### src/bmu_map.svh
`ifndef BMU_MAP_SVH
`define BMU_MAP_SVH

// apb byte offsets
`define BMU_OFF_CMD      12'h000
`define BMU_OFF_CARRY    12'h004
`define BMU_OFF_STATUS   12'h008
`define BMU_OFF_BITSRC   12'h00c
`define BMU_OFF_DIR      12'h010
`define BMU_OFF_DATA     12'h014
`define BMU_OFF_RAM_LO   12'h040
`define BMU_OFF_RAM_HI   12'h07c

// command register fields
`define BMU_CMD_OP_LSB   0
`define BMU_CMD_OP_MSB   3
`define BMU_CMD_BIT_LSB  4
`define BMU_CMD_BIT_MSB  6
`define BMU_CMD_BREG     7
`define BMU_CMD_ADR_LSB  8
`define BMU_CMD_ADR_MSB  12

// status register fields
`define BMU_STS_BUSY     0
`define BMU_STS_REFUSED  1
`define BMU_STS_OPD_LSB  8
`define BMU_STS_OPD_MSB  15

// operand address space of the unit
`define BMU_OPA_RAM_TOP  5'h0f
`define BMU_OPA_DIR      5'h10
`define BMU_OPA_DATA     5'h11

// reset values and fixed read values
`define BMU_DIR_RST      8'h00
`define BMU_LATCH_RST    8'h00
`define BMU_DIR_READ     8'hff
`define BMU_CARRY_RST    1'b0

`endif

### src/bmu_pkg.sv
package bmu_pkg;

  // command codes written to the low nibble of the command register
  typedef enum logic [3:0] {
    BMU_OP_NONE      = 4'h0,
    BMU_OP_XOR_INV   = 4'h1,
    BMU_OP_LOAD      = 4'h2,
    BMU_OP_LOAD_INV  = 4'h3,
    BMU_OP_STORE     = 4'h4,
    BMU_OP_STORE_INV = 4'h5,
    BMU_OP_SET       = 4'h6,
    BMU_OP_CLEAR     = 4'h7,
    BMU_OP_INVERT    = 4'h8
  } bmu_op_t;

  // sequencer states, one-hot
  typedef enum logic [2:0] {
    BMU_ST_IDLE  = 3'b001,
    BMU_ST_READ  = 3'b010,
    BMU_ST_WRITE = 3'b100
  } bmu_fsm_t;

  // whole state of the datapath top
  typedef struct packed {
    bmu_fsm_t          fsm;
    bmu_op_t           op;
    logic [2:0]        bitno;
    logic [4:0]        opa;
    logic [7:0]        wbyte;
    logic [7:0]        opd;
    logic              carry;
    logic              refused;
    logic [7:0]        bitsrc;
    logic              rdy;
    logic [31:0]       prdata;
    logic [15:0][7:0]  ram;
  } bmu_state_t;

  // whole state of the port block
  typedef struct packed {
    logic [7:0] dir;
    logic [7:0] latch;
  } bmu_port_state_t;

  // one-hot mask for a bit number
  function automatic logic [7:0] bmu_bit_mask(input logic [2:0] n);
    bmu_bit_mask = 8'h01 << n;
  endfunction

  // selected bit of a byte
  function automatic logic bmu_bit_of(input logic [7:0] b, input logic [2:0] n);
    bmu_bit_of = |(b & bmu_bit_mask(n));
  endfunction

endpackage

### src/bmu_port_if.sv
`timescale 1ns/10ps
// carrier between the sequencer and the port block
interface bmu_port_if;
  logic       wr_en;
  logic       wr_dir;
  logic [7:0] wr_data;
  logic [7:0] rd_data;

  modport cpu  (output wr_en, output wr_dir, output wr_data, input rd_data);
  modport port (input wr_en, input wr_dir, input wr_data, output rd_data);
endinterface

### src/bmu_top.sv
// Summary of operation
// - xor carry with the complement of the chosen operand bit.
// - copy the chosen operand bit into carry.
// - copy the complement of the chosen operand bit into carry.
// - write carry into the chosen bit, other seven bits as read.
// - write the complement of carry into the chosen bit.
// - inverted operations take the bit number only from the immediate field.
// - set, clear, invert and stores read the byte, change one bit, write back.
// - reading the write-only direction register always returns ff.
// - data reads of input pins return the pin level.
// - data reads of output pins return the latch value.
// - direction 0 makes a pin input, 1 makes it drive the latch.
// - on an input pin the latch bit switches its pull-up on or off.
// - every operation works on one byte operand.
`timescale 1ns/10ps
`include "bmu_map.svh"
module bmu_top (
  // clock and reset
  input  wire logic        ref_clk,
  input  wire logic        sys_rst,
  // apb slave
  input  wire logic        psel,
  input  wire logic        penable,
  input  wire logic        pwrite,
  input  wire logic [11:0] paddr,
  input  wire logic [31:0] pwdata,
  output logic      [31:0] prdata,
  output logic             pready,
  output logic             pslverr,
  // port pins
  input  wire logic [7:0]  pin_in,
  output logic      [7:0]  pin_out,
  output logic      [7:0]  pin_oe,
  output logic      [7:0]  pullup_en,
  // status for the rest of the core
  output logic             carry_flag,
  output logic             busy
);
  import bmu_pkg::*;

  bmu_state_t st_reg;
  bmu_state_t st_next;
  bmu_port_if pbus ();

  logic       apb_acc;
  logic       apb_wr;
  logic       mapped;
  logic       ram_hit;
  logic [3:0] ram_idx;
  logic [7:0] opa_byte;
  logic       sel_bit;
  logic [7:0] mask;
  logic [2:0] start_bit;
  logic [31:0] rd_val;
  logic       start_ok;
  bmu_op_t    start_op;

  bmu_port u_port (
    .ref_clk   (ref_clk),
    .sys_rst   (sys_rst),
    .bus       (pbus.port),
    .pin_in    (pin_in),
    .pin_out   (pin_out),
    .pin_oe    (pin_oe),
    .pullup_en (pullup_en)
  );

  // apb decode; ram words sit in the low byte of each aligned word
  always_comb begin
    ram_hit = (paddr >= `BMU_OFF_RAM_LO) && (paddr <= `BMU_OFF_RAM_HI) && (paddr[1:0] == 2'b00);
    ram_idx = paddr[5:2];
    unique case (paddr)
      `BMU_OFF_CMD, `BMU_OFF_CARRY, `BMU_OFF_STATUS,
      `BMU_OFF_BITSRC, `BMU_OFF_DIR, `BMU_OFF_DATA: mapped = 1'b1;
      default: mapped = ram_hit;
    endcase
  end

  // apb read value; the direction register is write-only
  always_comb begin
    rd_val = 32'h0000_0000;
    if (ram_hit) begin
      rd_val[7:0] = st_reg.ram[ram_idx];
    end else begin
      unique case (paddr)
        `BMU_OFF_CMD: begin
          rd_val[`BMU_CMD_OP_MSB:`BMU_CMD_OP_LSB]   = st_reg.op;
          rd_val[`BMU_CMD_BIT_MSB:`BMU_CMD_BIT_LSB] = st_reg.bitno;
          rd_val[`BMU_CMD_ADR_MSB:`BMU_CMD_ADR_LSB] = st_reg.opa;
        end
        `BMU_OFF_CARRY:  rd_val[0] = st_reg.carry;
        `BMU_OFF_STATUS: begin
          rd_val[`BMU_STS_BUSY]    = (st_reg.fsm != BMU_ST_IDLE);
          rd_val[`BMU_STS_REFUSED] = st_reg.refused;
          rd_val[`BMU_STS_OPD_MSB:`BMU_STS_OPD_LSB] = st_reg.opd;
        end
        `BMU_OFF_BITSRC: rd_val[7:0] = st_reg.bitsrc;
        `BMU_OFF_DIR:    rd_val[7:0] = `BMU_DIR_READ;
        `BMU_OFF_DATA:   rd_val[7:0] = pbus.rd_data;
        default:         rd_val = 32'h0000_0000;
      endcase
    end
  end

  // byte seen at the operand address during the read phase
  always_comb begin
    if (st_reg.opa <= `BMU_OPA_RAM_TOP) begin
      opa_byte = st_reg.ram[st_reg.opa[3:0]];
    end else if (st_reg.opa == `BMU_OPA_DIR) begin
      opa_byte = `BMU_DIR_READ;
    end else begin
      opa_byte = pbus.rd_data;
    end
  end

  assign mask    = bmu_bit_mask(st_reg.bitno);
  assign sel_bit = bmu_bit_of(opa_byte, st_reg.bitno);

  // command decode at the write of the command register
  always_comb begin
    start_op = bmu_op_t'(pwdata[`BMU_CMD_OP_MSB:`BMU_CMD_OP_LSB]);
    unique case (start_op)
      BMU_OP_XOR_INV, BMU_OP_LOAD, BMU_OP_LOAD_INV, BMU_OP_STORE,
      BMU_OP_STORE_INV, BMU_OP_SET, BMU_OP_CLEAR, BMU_OP_INVERT: start_ok = 1'b1;
      default: start_ok = 1'b0;
    endcase
    // an operand address outside ram and the two port registers is refused
    if (pwdata[`BMU_CMD_ADR_MSB:`BMU_CMD_ADR_LSB] > `BMU_OPA_DATA) begin
      start_ok = 1'b0;
    end
    // only set, clear and invert may take the bit number from bitsrc
    unique case (start_op)
      BMU_OP_SET, BMU_OP_CLEAR, BMU_OP_INVERT: begin
        start_bit = pwdata[`BMU_CMD_BREG] ? st_reg.bitsrc[2:0]
                                          : pwdata[`BMU_CMD_BIT_MSB:`BMU_CMD_BIT_LSB];
      end
      default: start_bit = pwdata[`BMU_CMD_BIT_MSB:`BMU_CMD_BIT_LSB];
    endcase
  end

  assign apb_acc = psel & penable & pready;
  assign apb_wr  = apb_acc & pwrite;

  // sequencer, register file and apb write side
  always_comb begin
    st_next      = st_reg;
    pbus.wr_en   = 1'b0;
    pbus.wr_dir  = 1'b0;
    pbus.wr_data = 8'h00;

    unique case (st_reg.fsm)
      BMU_ST_IDLE: begin
        st_next.fsm = BMU_ST_IDLE;
      end
      BMU_ST_READ: begin
        // the whole byte is read, one bit is then worked on
        st_next.opd = opa_byte;
        st_next.fsm = BMU_ST_IDLE;
        unique case (st_reg.op)
          BMU_OP_XOR_INV:  st_next.carry = st_reg.carry ^ ~sel_bit;
          BMU_OP_LOAD:     st_next.carry = sel_bit;
          BMU_OP_LOAD_INV: st_next.carry = ~sel_bit;
          BMU_OP_STORE: begin
            st_next.wbyte = st_reg.carry ? (opa_byte | mask) : (opa_byte & ~mask);
            st_next.fsm   = BMU_ST_WRITE;
          end
          BMU_OP_STORE_INV: begin
            st_next.wbyte = st_reg.carry ? (opa_byte & ~mask) : (opa_byte | mask);
            st_next.fsm   = BMU_ST_WRITE;
          end
          BMU_OP_SET: begin
            st_next.wbyte = opa_byte | mask;
            st_next.fsm   = BMU_ST_WRITE;
          end
          BMU_OP_CLEAR: begin
            st_next.wbyte = opa_byte & ~mask;
            st_next.fsm   = BMU_ST_WRITE;
          end
          BMU_OP_INVERT: begin
            st_next.wbyte = opa_byte ^ mask;
            st_next.fsm   = BMU_ST_WRITE;
          end
          default: st_next.fsm = BMU_ST_IDLE;
        endcase
      end
      BMU_ST_WRITE: begin
        // full byte back to the same address; unchanged bits are what was read
        if (st_reg.opa <= `BMU_OPA_RAM_TOP) begin
          st_next.ram[st_reg.opa[3:0]] = st_reg.wbyte;
        end else begin
          pbus.wr_en   = 1'b1;
          pbus.wr_dir  = (st_reg.opa == `BMU_OPA_DIR);
          pbus.wr_data = st_reg.wbyte;
        end
        st_next.fsm = BMU_ST_IDLE;
      end
      default: st_next.fsm = BMU_ST_IDLE;
    endcase

    // read data is captured one cycle ahead so that prdata is a flop;
    // no transfer completes while an operation runs, which keeps the two
    // write paths into the port block apart
    st_next.rdy = psel & ~apb_acc & (st_reg.fsm == BMU_ST_IDLE);
    if (psel & ~apb_acc) begin
      st_next.prdata = rd_val;
    end

    if (apb_wr && mapped) begin
      if (ram_hit) begin
        st_next.ram[ram_idx] = pwdata[7:0];
      end else begin
        unique case (paddr)
          `BMU_OFF_CMD: begin
            if (start_ok) begin
              st_next.op    = start_op;
              st_next.bitno = start_bit;
              st_next.opa   = pwdata[`BMU_CMD_ADR_MSB:`BMU_CMD_ADR_LSB];
              st_next.fsm   = BMU_ST_READ;
            end else begin
              st_next.refused = 1'b1;
            end
          end
          `BMU_OFF_CARRY:  st_next.carry = pwdata[0];
          `BMU_OFF_STATUS: begin
            // write one to clear; a refusal in the same cycle cannot occur
            if (pwdata[`BMU_STS_REFUSED]) begin
              st_next.refused = 1'b0;
            end
          end
          `BMU_OFF_BITSRC: st_next.bitsrc = pwdata[7:0];
          `BMU_OFF_DIR: begin
            pbus.wr_en   = 1'b1;
            pbus.wr_dir  = 1'b1;
            pbus.wr_data = pwdata[7:0];
          end
          `BMU_OFF_DATA: begin
            pbus.wr_en   = 1'b1;
            pbus.wr_dir  = 1'b0;
            pbus.wr_data = pwdata[7:0];
          end
          default: st_next.refused = st_reg.refused;
        endcase
      end
    end
  end

  always_ff @(posedge ref_clk) begin
    if (sys_rst) begin
      st_reg.fsm     <= BMU_ST_IDLE;
      st_reg.op      <= BMU_OP_NONE;
      st_reg.bitno   <= 3'h0;
      st_reg.opa     <= 5'h00;
      st_reg.wbyte   <= 8'h00;
      st_reg.opd     <= 8'h00;
      st_reg.carry   <= `BMU_CARRY_RST;
      st_reg.refused <= 1'b0;
      st_reg.bitsrc  <= 8'h00;
      st_reg.rdy     <= 1'b0;
      st_reg.prdata  <= 32'h0000_0000;
      st_reg.ram     <= '0;
    end else begin
      st_reg <= st_next;
    end
  end

  // apb answer: zero-wait once the read data has been captured
  assign pready     = penable & st_reg.rdy;
  assign pslverr    = penable & st_reg.rdy & ~mapped;
  assign prdata     = st_reg.prdata;
  assign carry_flag = st_reg.carry;
  assign busy       = (st_reg.fsm != BMU_ST_IDLE);

endmodule // bmu_top

### src/bmu_port.sv
`timescale 1ns/10ps
module bmu_port (
  // clock and reset
  input  wire logic       ref_clk,
  input  wire logic       sys_rst,
  // internal bus side
  bmu_port_if.port        bus,
  // pins
  input  wire logic [7:0] pin_in,
  output logic      [7:0] pin_out,
  output logic      [7:0] pin_oe,
  output logic      [7:0] pullup_en
);
  import bmu_pkg::*;

  bmu_port_state_t st_reg;
  bmu_port_state_t st_next;

  // next state: the direction register and the latch take whole bytes
  always_comb begin
    st_next = st_reg;
    if (bus.wr_en) begin
      if (bus.wr_dir) begin
        st_next.dir = bus.wr_data;
      end else begin
        st_next.latch = bus.wr_data;
      end
    end
  end

  always_ff @(posedge ref_clk) begin
    if (sys_rst) begin
      st_reg.dir   <= `BMU_DIR_RST;
      st_reg.latch <= `BMU_LATCH_RST;
    end else begin
      st_reg <= st_next;
    end
  end

  // inputs show the pin, outputs show the latch
  assign bus.rd_data = (pin_in & ~st_reg.dir) | (st_reg.latch & st_reg.dir);

  // direction 1 drives the latch onto the pin, 0 leaves it an input
  assign pin_out   = st_reg.latch;
  assign pin_oe    = st_reg.dir;
  // on an input the latch bit only switches the pull-up
  assign pullup_en = st_reg.latch & ~st_reg.dir;

endmodule // bmu_port

### config.mk
export PLATFORM = sky130hd
export DESIGN_NAME = bmu_top
export DESIGN_NICKNAME = d
export VERILOG_FILES = /design/src/bmu_pkg.sv /design/src/bmu_port_if.sv /design/src/bmu_top.sv /design/src/bmu_port.sv
export VERILOG_INCLUDE_DIRS = /design/src
export SDC_FILE = /design/constraint.sdc
export NUM_CORES = 1
export LEC_CHECK = 0
export ABC_AREA = 1
export ABC_CLOCK_PERIOD_IN_PS = 3400
export BUFFER_PORTS_ARGS = -buffer_cell sky130_fd_sc_hd__buf_2
export CELL_PAD_IN_SITES_DETAIL_PLACEMENT = 1
export CELL_PAD_IN_SITES_GLOBAL_PLACEMENT = 1
export CORE_ASPECT_RATIO = 0.75
export CORE_MARGIN = 1.5
export CORE_UTILIZATION = 30
export CTS_CLUSTER_DIAMETER = 120
export DETAILED_ROUTE_END_ITERATION = 8
export PLACE_DENSITY_LB_ADDON = 0.08
export RECOVER_POWER = 25
export SYNTH_ARGS = -nofsm -noshare
export SYNTH_HDL_FRONTEND = slang
export SYNTH_SLANG_ARGS = --single-unit
### constraint.sdc
create_clock -name ref_clk -period 3.4 [get_ports ref_clk]
set_clock_uncertainty 0.15 [all_clocks]
set_input_delay 0.68 -clock ref_clk [delete_from_list [all_inputs] [get_ports ref_clk]]
set_output_delay 0.68 -clock ref_clk [all_outputs]
set_load 0.03 [all_outputs]
# Yosys cells after proc, flatten, opt, wreduce, memory -nomap -nowiden
# Memories as Yosys holds them, arrays and structs flattened.
# Index checks and enable logic that the tools add are counted.
word_totals:
  register_bits: 218
  rom_bits: 16
  input_bits: 57
  out_inout_bits: 60
  mem_count: 1
classes:
  magnitude_cmp: 8
  n_eq_ne: 23
  shift: 1
  mux: 61
  bitwise_logic: 23
  n_reduce_logical: 20
memory_table:
  columns: ["name", "words", "word_bits", "read_ports", "rd_ports_with_merged_regs", "wr", "line", "source"]
  rows:
  - ["(name not given)", 16, 1, 1, 0, 0, "bmu_top.sv:122", "unique case (start_op)"]
ops:
  columns: ["cell", "count"]
  rows:
  - ["two-way mux 128 bit", 4]
  - ["bitwise mux 128 bit", 2]
  - ["two-way mux 8 bit", 16]
  - ["binary-select mux 8 bit (select 4 bit)", 2]
  - ["demux 8 bit (select 4 bit)", 2]
  - ["two-way mux 15 bit", 4]
  - ["AND 8 bit", 5]
  - ["one-hot mux 8 bit (5 select lines)", 1]
  - ["== test 12 x 4 -> 1 bit (second input constant)", 2]
  - ["== test 12 x 5 -> 1 bit (second input constant)", 2]
  - ["== test 4 x 3 -> 1 bit (second input constant)", 6]
  - ["two-way mux 10 bit", 2]
  - ["one-hot mux 5 bit (4 select lines)", 1]
  - ["NOT 8 bit", 2]
  - ["OR 8 bit", 2]
  - ["two-way mux 1 bit", 15]
  - ["two-way mux 3 bit", 5]
  - ["== test 12 x 3 -> 1 bit (second input constant)", 1]
  - ["greater-or-equal comparator 12 x 7 -> 1 bit (second input constant)", 1]
  - ["less-or-equal comparator 12 x 7 -> 1 bit (second input constant)", 1]
  - ["logical NOT 12 bit", 1]
  - ["< comparator 4 x 5 -> 1 bit (second input constant)", 2]
  - ["one-hot mux 5 bit (2 select lines)", 1]
  - ["== test 4 x 2 -> 1 bit (second input constant)", 2]
  - ["33 further kinds", 54]

# Depth between registers and ports, before layout
depth:
  word_depth: 14
  mapped_depth: 23

# By module
# From an unflattened synthesis, not the netlist that was laid out.
unflattened:
  cells_unflattened: 2500
  area_unflattened_um2: 14443.9
modules_own_cells:
  columns: ["module", "n_inst", "cells_per_inst", "area_each_um2", "seq_area_each_um2"]
  rows:
  - ["bmu_top", 1, 2379, 13623.1, 3723.6]
  - ["bmu_port", 1, 121, 820.8, 320.3]

# Worst setup path before layout
# Ideal clock, no wire load.
synth_timing:
  path_type: "reg-to-reg"
  from: "register st_reg[188] in the netlist's numbering"
  to: "register st_reg, in the netlist carry_flag"
  setup_ns: 0.064
  arrival_ns: 2.422
  path_slack_ns: 0.764
  stages_incl_launch_ff: 23
  n_path_buf: 3
  period_less_slack_ns: 2.636
  path_cell_list: "dfxtp_1 > buf_2 > inv_2 > buf_4 > nor2_4 > clkbuf_1 > a21oi_1 > nand2_1 > nand2_1 > nand2_1 > o21ai_0 > nand2_1 > inv_1 > ha_1 > nor4_1 > nand2_1 > nor2_1 > nor2_1 > nand2_1 > nand2_1 > nand2_1 > nand2_1 > nor2_1"
synth_between:
  elab_chain_len: 12
  elab_cells_between_ends: 15
  cone_classes: "1 x order compare; 1 x eq/ne; 9 x mux; 3 x bitwise; 1 x reduce/logical"
synth_rtl:
  columns: ["element", "line", "source"]
  rows:
  - ["start, declared", "bmu_top.sv:41", "bmu_state_t st_reg;"]
  - ["start signal, assigned", "bmu_top.sv:262", "st_reg <= st_next;"]
  - ["binary-select mux 8 bit (select 4 bit) / == test 5 bit (equally long branches)", null, null]
  - ["two-way mux 8 bit (on tied branches)", "bmu_top.sv:108, bmu_top.sv:109", null]
  - ["two-way mux 8 bit *", "bmu_top.sv:107", "if (st_reg.opa <= `BMU_OPA_RAM_TOP) begin"]
  - ["net opa_byte[5]", "bmu_top.sv:50", "logic [7:0] opa_byte;"]
  - ["AND 8 bit *", "bmu_pkg.sv:52", "bmu_bit_of = |(b & bmu_bit_mask(n));"]
  - ["OR reduction 8 bit *", "bmu_pkg.sv:52", null]
  - ["NOT 1 bit", "bmu_top.sv:160, bmu_top.sv:162", null]
  - ["bitwise XOR 1 bit", "bmu_top.sv:160", "BMU_OP_XOR_INV: st_next.carry = st_reg.carry ^ ~sel_bit;"]
  - ["one-hot mux 1 bit (3 select lines) *", "bmu_top.sv:159", "unique case (st_reg.op)"]
  - ["two-way mux 1 bit *", "bmu_top.sv:151", "unique case (st_reg.fsm)"]
  - ["two-way mux 1 bit", "bmu_top.sv:212", "unique case (paddr)"]
  - ["two-way mux 10 bit", "bmu_top.sv:209", "if (ram_hit) begin"]
  - ["two-way mux 10 bit *", "bmu_top.sv:208", "if (apb_wr && mapped) begin"]
# Mark *: on every way through the listed nets, which the timed path passes. The rest lies on a longest branch. The select of a mux whose other input is x is not followed.
# A chain may end at the register's enable or synchronous reset.

# Worst setup path in the final report
layout_timing:
  from: "input paddr[3]"
  to: "register prdata[12] (netlist name)"
layout_between:
  elab_chain_len: 4
  elab_cells_between_ends: 8
  cone_classes: "2 x order compare; 1 x eq/ne; 2 x mux; 3 x reduce/logical"
layout_rtl:
  columns: ["element", "line", "source"]
  rows:
  - ["start, declared", "bmu_top.sv:25", "input wire logic [11:0] paddr,"]
  - ["greater-or-equal comparator 12 x 7 -> 1 bit (no line) / less-or-equal comparator 12 x 7 -> 1 bit (equally long branches)", null, null]
  - ["logical AND 1 bit (2 in a row)", "bmu_top.sv:70", "ram_hit = (paddr >= `BMU_OFF_RAM_LO) && (paddr <= `BMU_OFF_RAM_HI) && (paddr[1:0] == 2'b00);"]
  - ["two-way mux 8 bit *", "bmu_top.sv:82", "if (ram_hit) begin"]
# Every way passes the cells marked *; elsewhere a longest branch is shown, timed or not.

==> impl_results.md <==
- Largest net degree at the start of global routing: 56
- Cell count after synthesis: between 2000 and 2500
- Total power: about 5.5 mW
- Switching portion of total power: 0.260
- Comb pwr share: 0.060
- Antenna cells: 0
- RR Startpoint: st_reg[188]
- Final Non-Filler Cells: around 2900
- Relative slew margins: -0.0262
- Crit path DAT: about 3.6 ns
- CP startpoint kind: input port
- Crit end category: flop
- Initial core utilization: 0.304
- Dpl hpwl: roughly 46 mm
- Hold_sp: pwdata[10]
- Setup TNS: 0 ns
- Final WS setup: between 0.15 and 0.2 ns
- Final Slew Violations: 23
- Clock sink total: around 200
- Commonest non-fill, non-tap cells in the layout: nand2_1 (562), nor2_1 (540), o21ai_0 (283), dfxtp_1 (201), inv_1 (166)
- Hold crit path type: in -> reg
- Final instance area: approximately 15000 um2
- MaxCap Viol Count: 1
- Num CTS Buffers: 25
- Sequential share of power: 0.435
- Worst Setup SP: paddr[3]
- DR vias: ~15000
- Unrepaired setup endpoints after global routing: false
- PD cells: roughly 360 nW/um2
- Ys Warns: 0
- Commonest non-fill, non-tap cell in the layout: nand2_1
- Status: complete, but fails checks
- P_sw: roughly 1.4 mW
- P_leak: 7.11 nW
- DRT Wirelength: about 63 mm
- Post-route DRC: 0
- DP Cell Count: about 2900
- H-tree levels: 1
- Final Hold Slack: roughly 0.27 ns
- Die height: roughly 180 um
- Final Util: 0.352
- Vias in the first global route: roughly 15000
- Seq/Total Area, Yosys: 0.307
- Largest register FFs: approximately 170
- WL per Instance: 21.7 um
- Die Span X: 245 um
- Crit path required time: 3.71 ns
- Clk pwr share: 0.504
- Share of cells above drive strength 1: 0.0960
- Achievable Freq: 309 MHz
- Seq cells post-synth: 202
- Syn Std Cell Area: between 10000 and 15000 um2
- Number of hold buffers added after CTS: 0
- Internal power: 4.04 mW
- Worst slack, placed: 0.206 ns
- Global-route wire length before repair: about 94 mm
- DR iter-0 viols: around 950
- CTS tree: built
- Pre-Repair DR Iteration Count: 5
- IO Count: 117
- Global Route Usage Sum: 0.277
- Post-synth cell types: 42
- Syn-to-layout area delta: 15.6%
- Die ar.: roughly 45000 um2
- Initial antenna violation count: 3
- Final Critical Period: between 3 and 4 ns
- Mapped Avg Cell Area: 5.89 um2
- Final worst path period share: 0.951
- Failing checks: max-capacitance violations, max-slew violations
- Dpl cell area: 14500 um2
- Global placement routability congestion: approximately 0.92
- Layout net count: between 2000 and 2500
- Clk slew on worst S/H paths: roughly 0.060 ns
- Final Hold Vio Count: 0
- DR vias/cell: 5.23
- Max IR drop VDD: 0.302 mV
- CP Class: in -> reg
- Worst Tran Pin Value: 1.54 ns
- Final setup vio count: 0
- Clk_lat worst skew: 0.55 ns
- Grt ovf: 0
- CP max FO: 22
- Antenna-violating nets left: 0
- Core ar.: about 43000 um2
- Row Count: 66
- # port buffers: between 80 and 90
- CTS Buffer Depth: 3
- Root Driver: clkbuf_16
power by group through the flow:
stage	Sequential, mW	Clock [mW]	Combinational (mW)
after global routing	2.37	2.88	0.344
after CTS	2.37	2.78	0.326
after floorplan	2.43	0	0.181
after global placement	2.43	0	0.323
after detailed placement	2.43	0	0.326
final	2.37	2.75	0.329
path summary, 6_finish.rpt:
path                            slack, ns           to  depth (start not counted)
worst max-delay path                 0.17   prdata[12]                         10
worst min-delay path                 0.27  st_reg[189]                          3
worst max register to register       0.32   carry_flag                         21
worst min register to register       0.31   prdata[12]                          2
per-layer routing:
layer,wire length [um],GRT usage,up-vias,part of all wire
li1,-,-,7206,-
met1,31100,0.405,7495,0.49
met2,26400,0.413,377,0.42
met3,3950,0.0524,90,0.063
met4,1500,0.0667,2,0.024
met5,13,0,-,0.00021
critical path, stage by stage:
cell	delay, ns
clkbuf_2	0.21
inv_1	0.13
nor2_2	0.12
clkbuf_1	1.12
nand4_1	0.41
inv_1	0.40
nand2_1	0.08
o21ai_0	0.14
nand2_1	0.11
a21oi_1	0.12
repair_timing:
item	4_1_cts	5_1_grt
endpoints found under the setup margin	0	1
resized for setup	0	3
hold endpoints to repair	0	0
setup buffers	0	1
area by class of cell:
class	count	area (um2)
multi-input cells	1711	7740
clock buffers	42	769
flip-flops and latches	202	4050
fillers	5810	28100
inverters	190	722
well taps	578	723
clock inverters	1	30.0
repair buffers	177	1180
cell usage after synthesis:
cell / number / area (um2)
o21a_1: 2 / 15.0
buf_4: 33 / 248
xor2_1: 1 / 8.76
mux2i_1: 1 / 10.0
conb_1: 1 / 3.75
dfxtp_1: 202 / 4040
nor4_1: 2 / 12.5
a221oi_1: 2 / 17.5
a22oi_1: 28 / 210
buf_1: 12 / 45.0
nand4_1: 18 / 113
nor2_1: 541 / 2030
nand2_2: 2 / 12.5
mux2_2: 1 / 11.3
inv_2: 18 / 67.6
buf_6: 2 / 22.5
clkinv_1: 5 / 18.8
nand2_1: 563 / 2110
nand3_1: 75 / 375
o221ai_1: 6 / 52.6
buf_2: 23 / 115
nor3_1: 20 / 100
nand3_2: 7 / 70.1
o21ai_0: 283 / 1420
o22ai_1: 13 / 81.3
nand3_4: 1 / 17.5
nand2_4: 3 / 33.8
o2111ai_1: 5 / 43.8
nand4_4: 1 / 21.3
nor3_2: 1 / 10.0
nand4_2: 2 / 25.0
inv_1: 166 / 623
clkbuf_1: 75 / 282
a21oi_1: 72 / 360
a211oi_1: 2 / 15.0
nor2_2: 4 / 25.0
inv_4: 1 / 6.26
o21ai_1: 3 / 15.0
o31ai_1: 1 / 7.51
ha_1: 24 / 300
nor3_4: 7 / 114
nor2_4: 4 / 45.0
logic make-up after synthesis:
family / count (synthesis) / synth area share
AOI/OAI and AO/OA: 417 / 0.170
xor gates and xnor gates: 1 / 0.000666
adders and majority gates: 24 / 0.0228
buffers and inverters: 335 / 0.108
DFF: 202 / 0.307
muxes: 2 / 0.00162
other: 1 / 0.000285
and+or+nand+nor: 1251 / 0.389
No activity file was read; power rests on OpenSTA's default activity.
